$ cat src/logic/row_type_defs.vh
`ifndef ROW_TYPE_DEFS_VH
`define ROW_TYPE_DEFS_VH
`define ROW_TYPE_OFFSET    8'h67
`define ROW_BOUND4_OFFSET  8'h64
`define ROW_BOUND5_OFFSET  8'h65
`define ROW_BOUND3_OFFSET  8'h63
`define HOST_FREQ_BIT      7
`define ROW5_HIGH_BIT      5
`define ROW4_HIGH_BIT      4
`define ADDR_COPY_BIT      2
`define ROW5_LOW_BIT       1
`define ROW4_LOW_BIT       0
`define ROW_TYPE_WMASK     8'hB7
`define ROW_TYPE_RESET     8'h00
`define ROW_BOUND_RESET    7'h02
`define KIND_PAGE          2'h0
`define KIND_EDO           2'h1
`define KIND_SDRAM         2'h2
`define KIND_RESERVED      2'h3
`endif
$ cat src/logic/clock_enable_mux.v
`timescale 1ns/1ps
module clock_enable_mux
(
   input  wire clk,
   input  wire arst_n,
   input  wire addrCopyEnable,
   input  wire cke0In,
   input  wire cke1In,
   input  wire memAddr0,
   input  wire memAddr1,
   output reg  firstClockEnablePin,
   output reg  secondClockEnablePin
);
   always @(posedge clk or negedge arst_n)
   begin
      if (!arst_n)
      begin
         firstClockEnablePin  <= 1'b0;
         secondClockEnablePin <= 1'b0;
      end
      else if (addrCopyEnable)
      begin
         firstClockEnablePin  <= memAddr0;
         secondClockEnablePin <= memAddr1;
      end
      else
      begin
         firstClockEnablePin  <= cke0In;
         secondClockEnablePin <= cke1In;
      end
   end
endmodule // clock_enable_mux

$ cat src/logic/dram_row_type_high_config.v
// Operation
// - bit 7 reads 1 for 66 MHz host bus, 0 for 60 MHz.
// - at reset release bit 7 loads the inverse of strap address 27.
// - strap pin has weak pull-down, so bit 7 defaults to 1.
// - software write to bit 7 overrides strap until next write or reset.
// - row 5 kind is bits 5,1; row 4 kind is bits 4,0.
// - kind 00 page mode, 01 EDO, 10 SDRAM, 11 reserved.
// - cycle timing latched from accessed row's kind as the cycle starts, valid one clock later.
// - copy enable 1: clock-enable pins carry address bits 0 and 1.
// - copy enable 0: clock-enable pins carry normal clock-enable.
// - copy enable resets to 0; software sets it to use copies.
// - rows 4 and 5 bounded by fifth and sixth boundaries, 4 MB units.
`timescale 1ns/1ps
`include "row_type_defs.vh"
module dram_row_type_high_config
(
   input  wire       clk,
   input  wire       arst_n,
   input  wire [7:0] regAddr,
   input  wire [7:0] regWrData,
   input  wire       regWrite,
   input  wire       regRead,
   output reg  [7:0] regRdData,
   input  wire       strapAddr27,
   input  wire       cycleRequest,
   input  wire [6:0] cycleAddr,
   output wire       cycleStart,
   output reg        cycleRowHit,
   output reg  [1:0] cycleKind,
   output reg        cycleIsRow5,
   input  wire       refreshEnabled,
   output reg        refreshWriteHazard,
   input  wire       cke0In,
   input  wire       cke1In,
   input  wire       memAddr0,
   input  wire       memAddr1,
   output wire       firstClockEnablePin,
   output wire       secondClockEnablePin,
   output wire       hostFreqIndicator,
   output wire       row4IsSdram,
   output wire       row5IsSdram
);
   reg  [7:0] rowTypeUpper;
   reg  [6:0] rowBound3;
   reg  [6:0] rowBound4;
   reg  [6:0] rowBound5;
   reg        strapPending;
   wire [1:0] row4Kind;
   wire [1:0] row5Kind;
   wire       inRow4;
   wire       inRow5;
   wire       wrType;

   function isAddr;
      input [7:0] addr;
      input [7:0] target;
      begin
         isAddr = (addr == target);
      end
   endfunction

   assign wrType = regWrite && isAddr(regAddr, `ROW_TYPE_OFFSET);

   assign row5Kind = {rowTypeUpper[`ROW5_HIGH_BIT], rowTypeUpper[`ROW5_LOW_BIT]};
   assign row4Kind = {rowTypeUpper[`ROW4_HIGH_BIT], rowTypeUpper[`ROW4_LOW_BIT]};

   assign hostFreqIndicator = rowTypeUpper[`HOST_FREQ_BIT];

   // register file; strap capture on the first clock after release
   always @(posedge clk or negedge arst_n)
   begin
      if (!arst_n)
      begin
         rowTypeUpper <= `ROW_TYPE_RESET;
         strapPending <= 1'b1;
         rowBound3    <= `ROW_BOUND_RESET;
         rowBound4    <= `ROW_BOUND_RESET;
         rowBound5    <= `ROW_BOUND_RESET;
      end
      else
      begin
         strapPending <= 1'b0;
         if (wrType)
            rowTypeUpper <= regWrData & `ROW_TYPE_WMASK;
         else if (strapPending)
            rowTypeUpper[`HOST_FREQ_BIT] <= ~strapAddr27;
         if (regWrite && isAddr(regAddr, `ROW_BOUND3_OFFSET))
         begin
            rowBound3 <= regWrData[6:0];
            rowBound4 <= regWrData[6:0];
            rowBound5 <= regWrData[6:0];
         end
         else if (regWrite && isAddr(regAddr, `ROW_BOUND4_OFFSET))
         begin
            rowBound4 <= regWrData[6:0];
            rowBound5 <= regWrData[6:0];
         end
         else if (regWrite && isAddr(regAddr, `ROW_BOUND5_OFFSET))
            rowBound5 <= regWrData[6:0];
      end
   end

   // read port, data one cycle after strobe
   always @(posedge clk or negedge arst_n)
   begin
      if (!arst_n)
         regRdData <= 8'h00;
      else if (regRead)
      begin
         if (isAddr(regAddr, `ROW_TYPE_OFFSET))
            regRdData <= rowTypeUpper;
         else if (isAddr(regAddr, `ROW_BOUND3_OFFSET))
            regRdData <= {1'b0, rowBound3};
         else if (isAddr(regAddr, `ROW_BOUND4_OFFSET))
            regRdData <= {1'b0, rowBound4};
         else if (isAddr(regAddr, `ROW_BOUND5_OFFSET))
            regRdData <= {1'b0, rowBound5};
         else
            regRdData <= 8'h00;
      end
      else
         regRdData <= 8'h00;
   end

   // flag for a type write during refresh, held until refresh is disabled
   always @(posedge clk or negedge arst_n)
   begin
      if (!arst_n)
         refreshWriteHazard <= 1'b0;
      else if (wrType && refreshEnabled)
         refreshWriteHazard <= 1'b1;
      else if (!refreshEnabled)
         refreshWriteHazard <= 1'b0;
   end

   // row 4 spans bound3..bound4, row 5 bound4..bound5, 4 MB units
   assign inRow4 = (cycleAddr >= rowBound3) && (cycleAddr < rowBound4);
   assign inRow5 = (cycleAddr >= rowBound4) && (cycleAddr < rowBound5);
   assign cycleStart = cycleRequest;

   // timing kind latched as the cycle is requested
   always @(posedge clk or negedge arst_n)
   begin
      if (!arst_n)
      begin
         cycleRowHit <= 1'b0;
         cycleKind   <= `KIND_PAGE;
         cycleIsRow5 <= 1'b0;
      end
      else if (cycleRequest)
      begin
         cycleRowHit <= inRow4 | inRow5;
         cycleIsRow5 <= inRow5;
         cycleKind   <= inRow5 ? row5Kind : (inRow4 ? row4Kind : `KIND_PAGE);
      end
   end

   row_kind_decode row4Decode
   (
      .kindCode   (row4Kind),
      .isPage     (),
      .isEdo      (),
      .isSdram    (row4IsSdram),
      .isReserved ()
   );

   row_kind_decode row5Decode
   (
      .kindCode   (row5Kind),
      .isPage     (),
      .isEdo      (),
      .isSdram    (row5IsSdram),
      .isReserved ()
   );

   clock_enable_mux pinMux
   (
      .clk                  (clk),
      .arst_n               (arst_n),
      .addrCopyEnable       (rowTypeUpper[`ADDR_COPY_BIT]),
      .cke0In               (cke0In),
      .cke1In               (cke1In),
      .memAddr0             (memAddr0),
      .memAddr1             (memAddr1),
      .firstClockEnablePin  (firstClockEnablePin),
      .secondClockEnablePin (secondClockEnablePin)
   );
endmodule // dram_row_type_high_config

$ cat src/logic/row_kind_decode.v
`timescale 1ns/1ps
`include "row_type_defs.vh"
module row_kind_decode
(
   input  wire [1:0] kindCode,
   output reg        isPage,
   output reg        isEdo,
   output reg        isSdram,
   output reg        isReserved
);
   // one-hot decode of a two-bit row kind
   always @*
   begin
      isPage     = 1'b0;
      isEdo      = 1'b0;
      isSdram    = 1'b0;
      isReserved = 1'b0;
      case (kindCode)
         `KIND_PAGE:  isPage = 1'b1;
         `KIND_EDO:   isEdo = 1'b1;
         `KIND_SDRAM: isSdram = 1'b1;
         default:     isReserved = 1'b1;
      endcase
   end
endmodule // row_kind_decode

$ cat config.mk
export PLATFORM = sky130hd
export DESIGN_NAME = dram_row_type_high_config
export DESIGN_NICKNAME = d
export VERILOG_FILES = /design/src/logic/clock_enable_mux.v /design/src/logic/dram_row_type_high_config.v /design/src/logic/row_kind_decode.v
export VERILOG_INCLUDE_DIRS = /design/src /design/src/logic
export SDC_FILE = /design/constraint.sdc
export NUM_CORES = 1
export LEC_CHECK = 0
export ABC_AREA = 0
export BUFFER_PORTS_ARGS = -buffer_cell sky130_fd_sc_hd__buf_4
export CORE_MARGIN = 2
export CORE_UTILIZATION = 45
export DETAILED_ROUTE_END_ITERATION = 8
export PLACE_DENSITY_LB_ADDON = 0.15
export RECOVER_POWER = 50
export SLEW_MARGIN = 20
export SYNTH_ARGS = -nofsm -noshare
export SYNTH_HDL_FRONTEND = slang
export SYNTH_HIERARCHICAL = 1
export SYNTH_SLANG_ARGS = --single-unit
$ cat constraint.sdc
create_clock -name clk -period 2.05 [get_ports clk]
set_input_delay 0.41 -clock clk [delete_from_list [all_inputs] [get_ports clk]]
set_output_delay 0.41 -clock clk [all_outputs]
set_load 0.03 [all_outputs]
Word-level counts from Yosys, hierarchy flattened

Index checks and enable logic that the tools add are counted.

Muxes and demuxes: 20
Equal/unequal tests: 7
Bitwise operators: 2
Order comparisons: 4
Reduce and logical (&&, ||, !) cells: 10

Operators with widths:

| cell                                                   | count |
|---|---|
| two-way mux 7 bit                                      | 8 |
| equality test 8 x 7 -> 1 bit (second input constant)   | 4 |
| two-way mux 8 bit                                      | 2 |
| greater-or-equal comparator 7 bit                      | 2 |
| less-than comparator 7 bit                             | 2 |
| two-way mux 1 bit                                      | 8 |
| logical AND 1 bit                                      | 7 |
| equality test 2 bit (second input constant)            | 2 |
| two-way mux 2 bit                                      | 2 |
| nonzero test 2 bit                                     | 2 |
| nonzero test 3 bit                                     | 1 |
| inequality test 2 x 1 -> 1 bit (second input constant) | 1 |
| NOT 1 bit                                              | 1 |
| OR 1 bit                                               | 1 |

Word-level logic and storage cells: 56
Input bits: 34
Bits in registers: 43

Depth between registers and ports, before layout

Gate-level depths: netlist (run 1).

Depth after elaboration: 6
Mapped depth: 7
Depth with buffers taken out: 7

By module

Netlist (run 1), hierarchy kept.

By module, submodules not included:

| module                    | cells each | seq. area each (µm²) | times used | area an instance (µm²) |
|---|---|---|---|---|
| dram_row_type_high_config | 215        | 1,031.0              | 1          | 2,371.0 |
| clock_enable_mux          | 4          | 50.0                 | 1          | 72.6 |
| row_kind_decode           | 4          | 0.0                  | 2          | 26.3 |

Least setup slack after synthesis (run 1)

OpenSTA, ideal clock, no wires.

Path kind: input to register
Start: in cycleAddr[0]
End: reg cycleIsRow5
Setup slack: 0.262 ns
Data arrival time: 1.663 ns
Path buffers: 0
Stages: 7
Data required time: 1.925 ns
Path through: inv_1 -> ha_1 -> nand2b_1 -> a211oi_1 -> o21ai_0 -> and3_1 -> mux2_2

Longest elaborated chain between the ends: 2
Elaborated cells on any way between the ends: 3
Those cells by class: order compare: 2; reduce/logical: 1

Ends and longest elaborated chain:

| element                                                                                | RTL line                        | text |
|---|---|---|
| start: declaration                                                                     | dram_row_type_high_config.v:26  | `input wire [6:0] cycleAddr,` |
| greater-or-equal comparator 7 bit / less-than comparator 7 bit (equally long branches) | dram_row_type_high_config.v:138 | `assign inRow5 = (cycleAddr >= rowBound4) && (cycleAddr < rowBound5);` |
| logical AND 1 bit (*)                                                                  | dram_row_type_high_config.v:138 |  |
| end signal: assignment                                                                 | dram_row_type_high_config.v:153 | `cycleIsRow5 <= inRow5;` |
| end: declaration                                                                       | dram_row_type_high_config.v:30  | `output reg cycleIsRow5,` |

Mark *: on every way between the ends. The rest lies on a longest branch, timed or not.
A chain may end at the register's enable or synchronous reset.

Worst setup path in the final report (run 1)

Start: reg rowBound4[1]
End: reg cycleIsRow5

Longest elaborated chain between the ends: 2

Ends and longest elaborated chain:

| element                           | RTL line                        | text |
|---|---|---|
| start: declaration                | dram_row_type_high_config.v:45  | `reg [6:0] rowBound4;` |
| start signal: assignment          | dram_row_type_high_config.v:77  | `` rowBound4 <= `ROW_BOUND_RESET; `` |
| start signal: assignment          | dram_row_type_high_config.v:90  | `rowBound4 <= regWrData[6:0];` |
| start signal: assignment          | dram_row_type_high_config.v:95  | `rowBound4 <= regWrData[6:0];` |
| greater-or-equal comparator 7 bit | dram_row_type_high_config.v:138 |  |
| logical AND 1 bit                 | dram_row_type_high_config.v:138 |  |

No other way between the ends.

==> results of run 1 <==
## where the power goes
| part | switching (mW) | total [mW] | internal [mW] |
|---|---|---|---|
| logic | 0.191 | 0.366 | 0.175 |
| clock network | 0.311 | 0.674 | 0.363 |
| registers | 0.0371 | 0.940 | 0.903 |
| total | 0.539 | 1.98 | 1.44 |
## placed cells by master, fill, tap and decap left out, types with 3 or more instances in the layout
cell	instances
buf_4	49
dfrtp_1	39
mux2_2	23
inv_1	21
ha_1	20
nand2_1	16
o21ai_0	16
nor2_1	10
a22oi_1	7
mux2_4	7
a21oi_1	6
nand4_1	6
a21o_1	5
clkbuf_8	5
clkbuf_1	5
nor2b_1	4
and3_1	4
dfstp_2	4
nor3b_1	3
o211ai_1	3
## area by class of cell
cell class,count,area (sq um),share of cell area
inverters,21,78.8,0.0262
clock inverters,3,43.8,0.0145
clock buffers,5,68.8,0.0229
multi-input cells,153,1260,0.418
repair buffers,55,392,0.130
well taps,70,87.6,0.0291
flip-flops and latches,43,1080,0.359
## critical path, stage by stage (launching register included)
cell and delay (ns):
dfstp_2 0.55, inv_1 0.04, ha_1 0.28, a211oi_1 0.20
o21ai_0 0.22, and3_1 0.28, mux2_2 0.26
## metal layers
| layer | global-route usage | vias to the layer above |
|---|---|---|
| met5 | 0 | - |
| met4 | 0.0429 | 0 |
| li1 | - | 904 |
| met1 | 0.257 | 922 |
| met3 | 0.0419 | 2 |
| met2 | 0.322 | 33 |
## sequential cells by signal (all words and copies together), names as in the netlist
name and count:
regRdData 8, strapPending 1, pinMux/firstClockEnablePin 1, cycleKind 2, pinMux/secondClockEnablePin 1, rowBound5 7
rowTypeUpper 6, cycleRowHit 1, cycleIsRow5 1, rowBound3 7, rowBound4 7, refreshWriteHazard 1
## per-stage QoR
stage	power, mW	hold WS (ns)
finish	1.98	0.306
global route	2.08	0.301
CTS	2.01	0.115
detailed placement	1.33	0.444
global placement	1.32	0.439
floorplan	1.16	0.114
## worst min path at each step
stage,cells past startpoint,slack (ns),start,to
after floorplan,0,0.11,arst_n,cycleIsRow5$_DFFE_PN0P_
after global placement,1,0.44,arst_n,rowBound3[0]$_DFFE_PN0P_
after detailed placement,1,0.44,arst_n,rowBound5[0]$_DFFE_PN0P_
after CTS,1,0.11,arst_n,rowBound4[3]$_DFFE_PN0P_
after global routing,2,0.30,refreshEnabled,refreshWriteHazard$_DFFE_PN0P_
final,1,0.31,arst_n,rowBound3[0]$_DFFE_PN0P_
## what timing repair did
item / CTS / global route
endpoints found under the hold margin: 0 / 0
setup endpoints to repair: 0 / 1
resized for setup: 0 / 1
setup buffers: 0 / 0
==> qor.csv, run 1 <==
stage;metric;value;unit
floorplan;Starting Density;0.475;
finish;# nets final;333;
placed_design;placed cells;342;
floorplan;die area;0.00607;sq mm
drt;Routed Wire Length;5470;um
setup_path;Critical Path AT;2.13;ns
setup_path;crit path capture type;flip-flop;
placed_design;hpwl dp;4160;um
floorplan;Die Width;77.9;um
placed_design;Final GP Congestion;0.844;
timing;final setup skew;0.00380;ns
drt;wire length on met3;186;um
placed_design;pre-CTS setup slack;-0.00599;ns
drt;Starting DRT DRC Count;96;
timing;Worst Tran Pin Value;1.09;ns
finish;layout cell share with drive strength beyond 1;0.350;
drt;drc violations;0;
synthesis;synthesized area;0.00246;sq mm
timing;fin crit share;0.947;
timing;setup violators final;0;
clocking;clk root buf;clkbuf_8;
setup_path;Worst R2R Setup Slack;0.11;ns
clocking;CTS tree;yes;
global_routing;GRT Overall Usage;0.193;
floorplan;total core area;0.00517;sq mm
power;Power Dens Cells;658;mW/mm^2
global_routing;largest net degree at the start of global routing;44;
job;max_cap viols;0;
placed_design;dpl cell area;0.00293;sq mm
setup_path;CP required;2.24;ns
finish;Syn-to-layout area delta;22.6;%
setup_path;Setup crit end;cycleIsRow5$_DFFE_PN0P_;
power;worst vdd ir;0.391;mV
finish;# fillers;471;
finish;Finished Core Util;0.582;
drt;wl on met1;2550;um
clocking;CTS clk-pin slew, worst paths;0.09;ns
clocking;H-tree depth;2;
synthesis;post-synthesis cell count;221;
outcome;outcome;completed;
drt;post-route ant nets;0;
setup_path;maximum fanout along the worst path;4;
setup_path;Reg2Reg Capture Point;cycleIsRow5$_DFFE_PN0P_;
finish;finished layout cell area;0.00301;sq mm
global_routing;GRT overflow;0;
timing;Max Freq;0.515;GHz
timing;Final Slew Violations;0;
global_routing;number of global-route vias before repair;1894;
worst_hold_path;hold crit path type;in -> async;
finish;final non-filler cell total;350;
clocking;clock tree buffer depth;2;
drt;via count of the routed design;1861;
timing;RSZ-0062 raised after global routing;no;
drt;drt pass-1 iters;4;
clocking;clk sinks;43;
setup_path;RR Startpoint;rowBound4[1]$_DFFE_PN1P_;
finish;antenna fix cells;0;
synthesis;Mapped Nets;275;
placed_design;I/O Buffers;52;
floorplan;io pins;53;
clocking;worst skew pair latency;0.29;ns
timing;post-route setup slack;0.108;ns
drt;Vias/cell;5.32;
global_routing;antenna violations before repair;0;
clocking;CTS Hold Buffers Added;0;
timing;TNS Setup;0;ns
floorplan;Die Ht;77.9;um
global_routing;first-pass GRT wire length;9070;um
setup_path;worst r2r path cells;6;
synthesis;post-synthesis average cell area;11.1;sq um
setup_path;Setup CP Type;reg -> reg;
timing;Final Hold Vio Count;0;
synthesis;Synth warnings;6;
power;Static Leak;1.46;nW
setup_path;Setup crit start;rowBound4[1]$_DFFE_PN1P_;
timing;relative slew slack;0.275;
floorplan;Site Rows;26;
clocking;TritonCTS Buffers;5;
drt;Avg WL per Cell;15.6;um
drt;met2 WL;2700;um
timing;Tmin final;1.94;ns
drt;DR top layer;met4;
setup_path;crit path launch type;flip-flop;
Power figures use the tool's default switching activity.
==> run 2, diff against run 1 <==
Settings changed: CTS_BUF_LIST set to sky130_fd_sc_hd__clkbuf_16, REMOVE_ABC_BUFFERS set to 1.
==> run 2 against run 1 <==
  * Die area did not move
  * Via count up 2.5%
  * Critical path depth grew 1
  * Clock skew shrank 0.00061 ns
  * First-iteration DRC count grew 21%
  * Critical endpoint unchanged
  * Register-to-register slack improved by 0.03 ns
  * Hold slack got worse by 0.0063 ns
  * Non-clock buffer count is 2 higher
  * Final cell count up 0.57%
  * Core utilization grew 1.2 points
==> qor.csv, run 2 (synthesized netlist as in run 1, its figures left out) <==
stage;metric;value;unit
clocking;post-CTS setup buffer count;0;
setup_path;worst r2r path cells;7;
setup_path;Worst R2R Setup Slack;0.13;ns
timing;Final Hold Vio Count;0;
setup_path;maximum fanout along the worst path;4;
setup_path;Worst path depth;7;
setup_path;Crit path top cell by count;o21ai_0;
worst_hold_path;hold crit path type;in -> async;
finish;Finished Core Util;0.594;
setup_path;CP cell instances;inv_1, ha_1, o21ai_0, o21ai_0, o211ai_1, and3_1, mux2_2;
drt;Avg WL per Cell;15.8;um
clocking;clk sinks;43;
finish;layout cell share with drive strength beyond 1;0.351;
drt;Routed Wire Length;5580;um
finish;Syn-to-layout area delta;25.1;%
floorplan;total core area;0.00517;sq mm
setup_path;Reg2Reg Capture Point;cycleIsRow5$_DFFE_PN0P_;
global_routing;GRT overflow;0;
placed_design;Final GP Congestion;0.819;
timing;Tmin final;1.92;ns
setup_path;Crit path max-delay family;flip-flops;
clocking;CTS tree;yes;
finish;Biggest register;regRdData;
setup_path;Setup CP Type;reg -> reg;
floorplan;die area;0.00607;sq mm
floorplan;Die Ht;77.9;um
clocking;clk root buf;clkbuf_16;
timing;relative slew slack;0.304;
timing;fin crit share;0.935;
clocking;clock tree buffer depth;2;
setup_path;crit path capture type;flip-flop;
floorplan;Die Width;77.9;um
global_routing;number of global-route vias before repair;1866;
timing;Max Freq;0.522;GHz
setup_path;crit path launch type;flip-flop;
timing;final setup skew;0.00320;ns
global_routing;M1 GR Usage;0.251;
drt;via count of the routed design;1908;
global_routing;first-pass GRT wire length;9090;um
global_routing;Global Route met3 Usage;0.0453;
finish;commonest non-fill, non-tap cell in the layout;buf_4;
floorplan;io pins;53;
finish;antenna fix cells;0;
floorplan;Site Rows;26;
power;Power Dens Cells;720;mW/mm^2
outcome;outcome;completed;
job;max_cap viols;0;
placed_design;I/O Buffers;52;
setup_path;Critical Path AT;2.09;ns
clocking;worst skew pair latency;0.28;ns
timing;setup violators final;0;
global_routing;antenna violations before repair;0;
clocking;TritonCTS Buffers;5;
timing;TNS Setup;0;ns
global_routing;GRT Overall Usage;0.198;
setup_path;CP required;2.22;ns
drt;Starting DRT DRC Count;116;
setup_path;WP buf/inv;1;
drt;drt pass-1 iters;4;
clocking;CTS clk-pin slew, worst paths;0.06;ns
floorplan;Starting Density;0.475;
drt;drc violations;0;
drt;post-route ant nets;0;
finish;most frequent cells in the layout;50 x buf_4, 39 x dfrtp_1, 23 x mux2_2, 21 x inv_1, 20 x ha_1;
global_routing;largest net degree at the start of global routing;44;
setup_path;RR Startpoint;rowBound5[1]$_DFFE_PN1P_;
timing;Final Slew Violations;0;
setup_path;crit-path max cell delay;0.54;ns
timing;RSZ-0062 raised after global routing;no;
global_routing;Most Crowded Layer GR;met2;
setup_path;Crit-path slowest cell;dfstp_2;
clocking;H-tree depth;2;
finish;# nets final;335;
finish;max reg flops;8;
drt;Vias/cell;5.42;
global_routing;M2 GR Usage;0.329;
timing;Worst Tran Pin Value;1.04;ns
power;worst vdd ir;0.526;mV
power;Static Leak;1.49;nW
placed_design;hpwl dp;4230;um
==> run 2: cell count changes in the layout (fill, tap and decap cells not counted), sizes merged <==
cell / change
buf: +1
clkbuf: +1
==> run 2: layer usage <==
metal  vias to the layer above  wire (um)  part of all wire
met5                         -          0                 0
met4                         0        118             0.021
met3                        10        255             0.046
met2                        46       2800              0.50
met1                       946       2400              0.43
li1                        906          -                 -
==> run 2: area by class of cell <==
class / instances / area [sq um]
Fill cell: 446 / 2100
Tap cell: 70 / 87.6
Multi-Input combinational cell: 153 / 1250
Clock buffer: 5 / 125
Sequential cell: 43 / 1080
Clock inverter: 3 / 43.8
Inverter: 21 / 78.8
Timing Repair Buffer: 57 / 403
==> run 2: worst max-delay path by stage <==
stage / start / end
CTS: rowBound4[1]$_DFFE_PN1P_ / cycleIsRow5$_DFFE_PN0P_
floorplan: regAddr[3] / rowTypeUpper[0]$_DFFE_PN0P_
global route: rowBound5[1]$_DFFE_PN1P_ / cycleIsRow5$_DFFE_PN0P_
global placement: cycleAddr[0] / cycleIsRow5$_DFFE_PN0P_
finish: rowBound5[1]$_DFFE_PN1P_ / cycleIsRow5$_DFFE_PN0P_
detailed placement: cycleAddr[0] / cycleIsRow5$_DFFE_PN0P_
==> run 2: timing repair <==
item,4_1_cts,5_1_grt
endpoints found under the setup margin,0,1
hold buffers,0,0
resized for setup,0,1
==> run 2: power by group <==
part / internal (mW) / switching (mW) / leakage (nW)
sequential: 0.905 / 0.0395 / 0.568
combinational: 0.176 / 0.191 / 0.840
clock: 0.574 / 0.328 / 0.0838
==> run 2: per-stage QoR <==
stage          hold slack (ns)  worst slack, ns  power [mW]  cells  area, sq um
2_1_floorplan            0.114            0.236        1.15    217         2430
3_3_place_gp             0.437         -0.00811        1.32    344         2940
3_5_place_dp             0.436          -0.0119        1.33    344         2940
4_1_cts                  0.128            0.102        2.24    352         3110
5_1_grt                  0.340           0.0229        2.32    352         3070
6_report                 0.300            0.133        2.21    352         3070
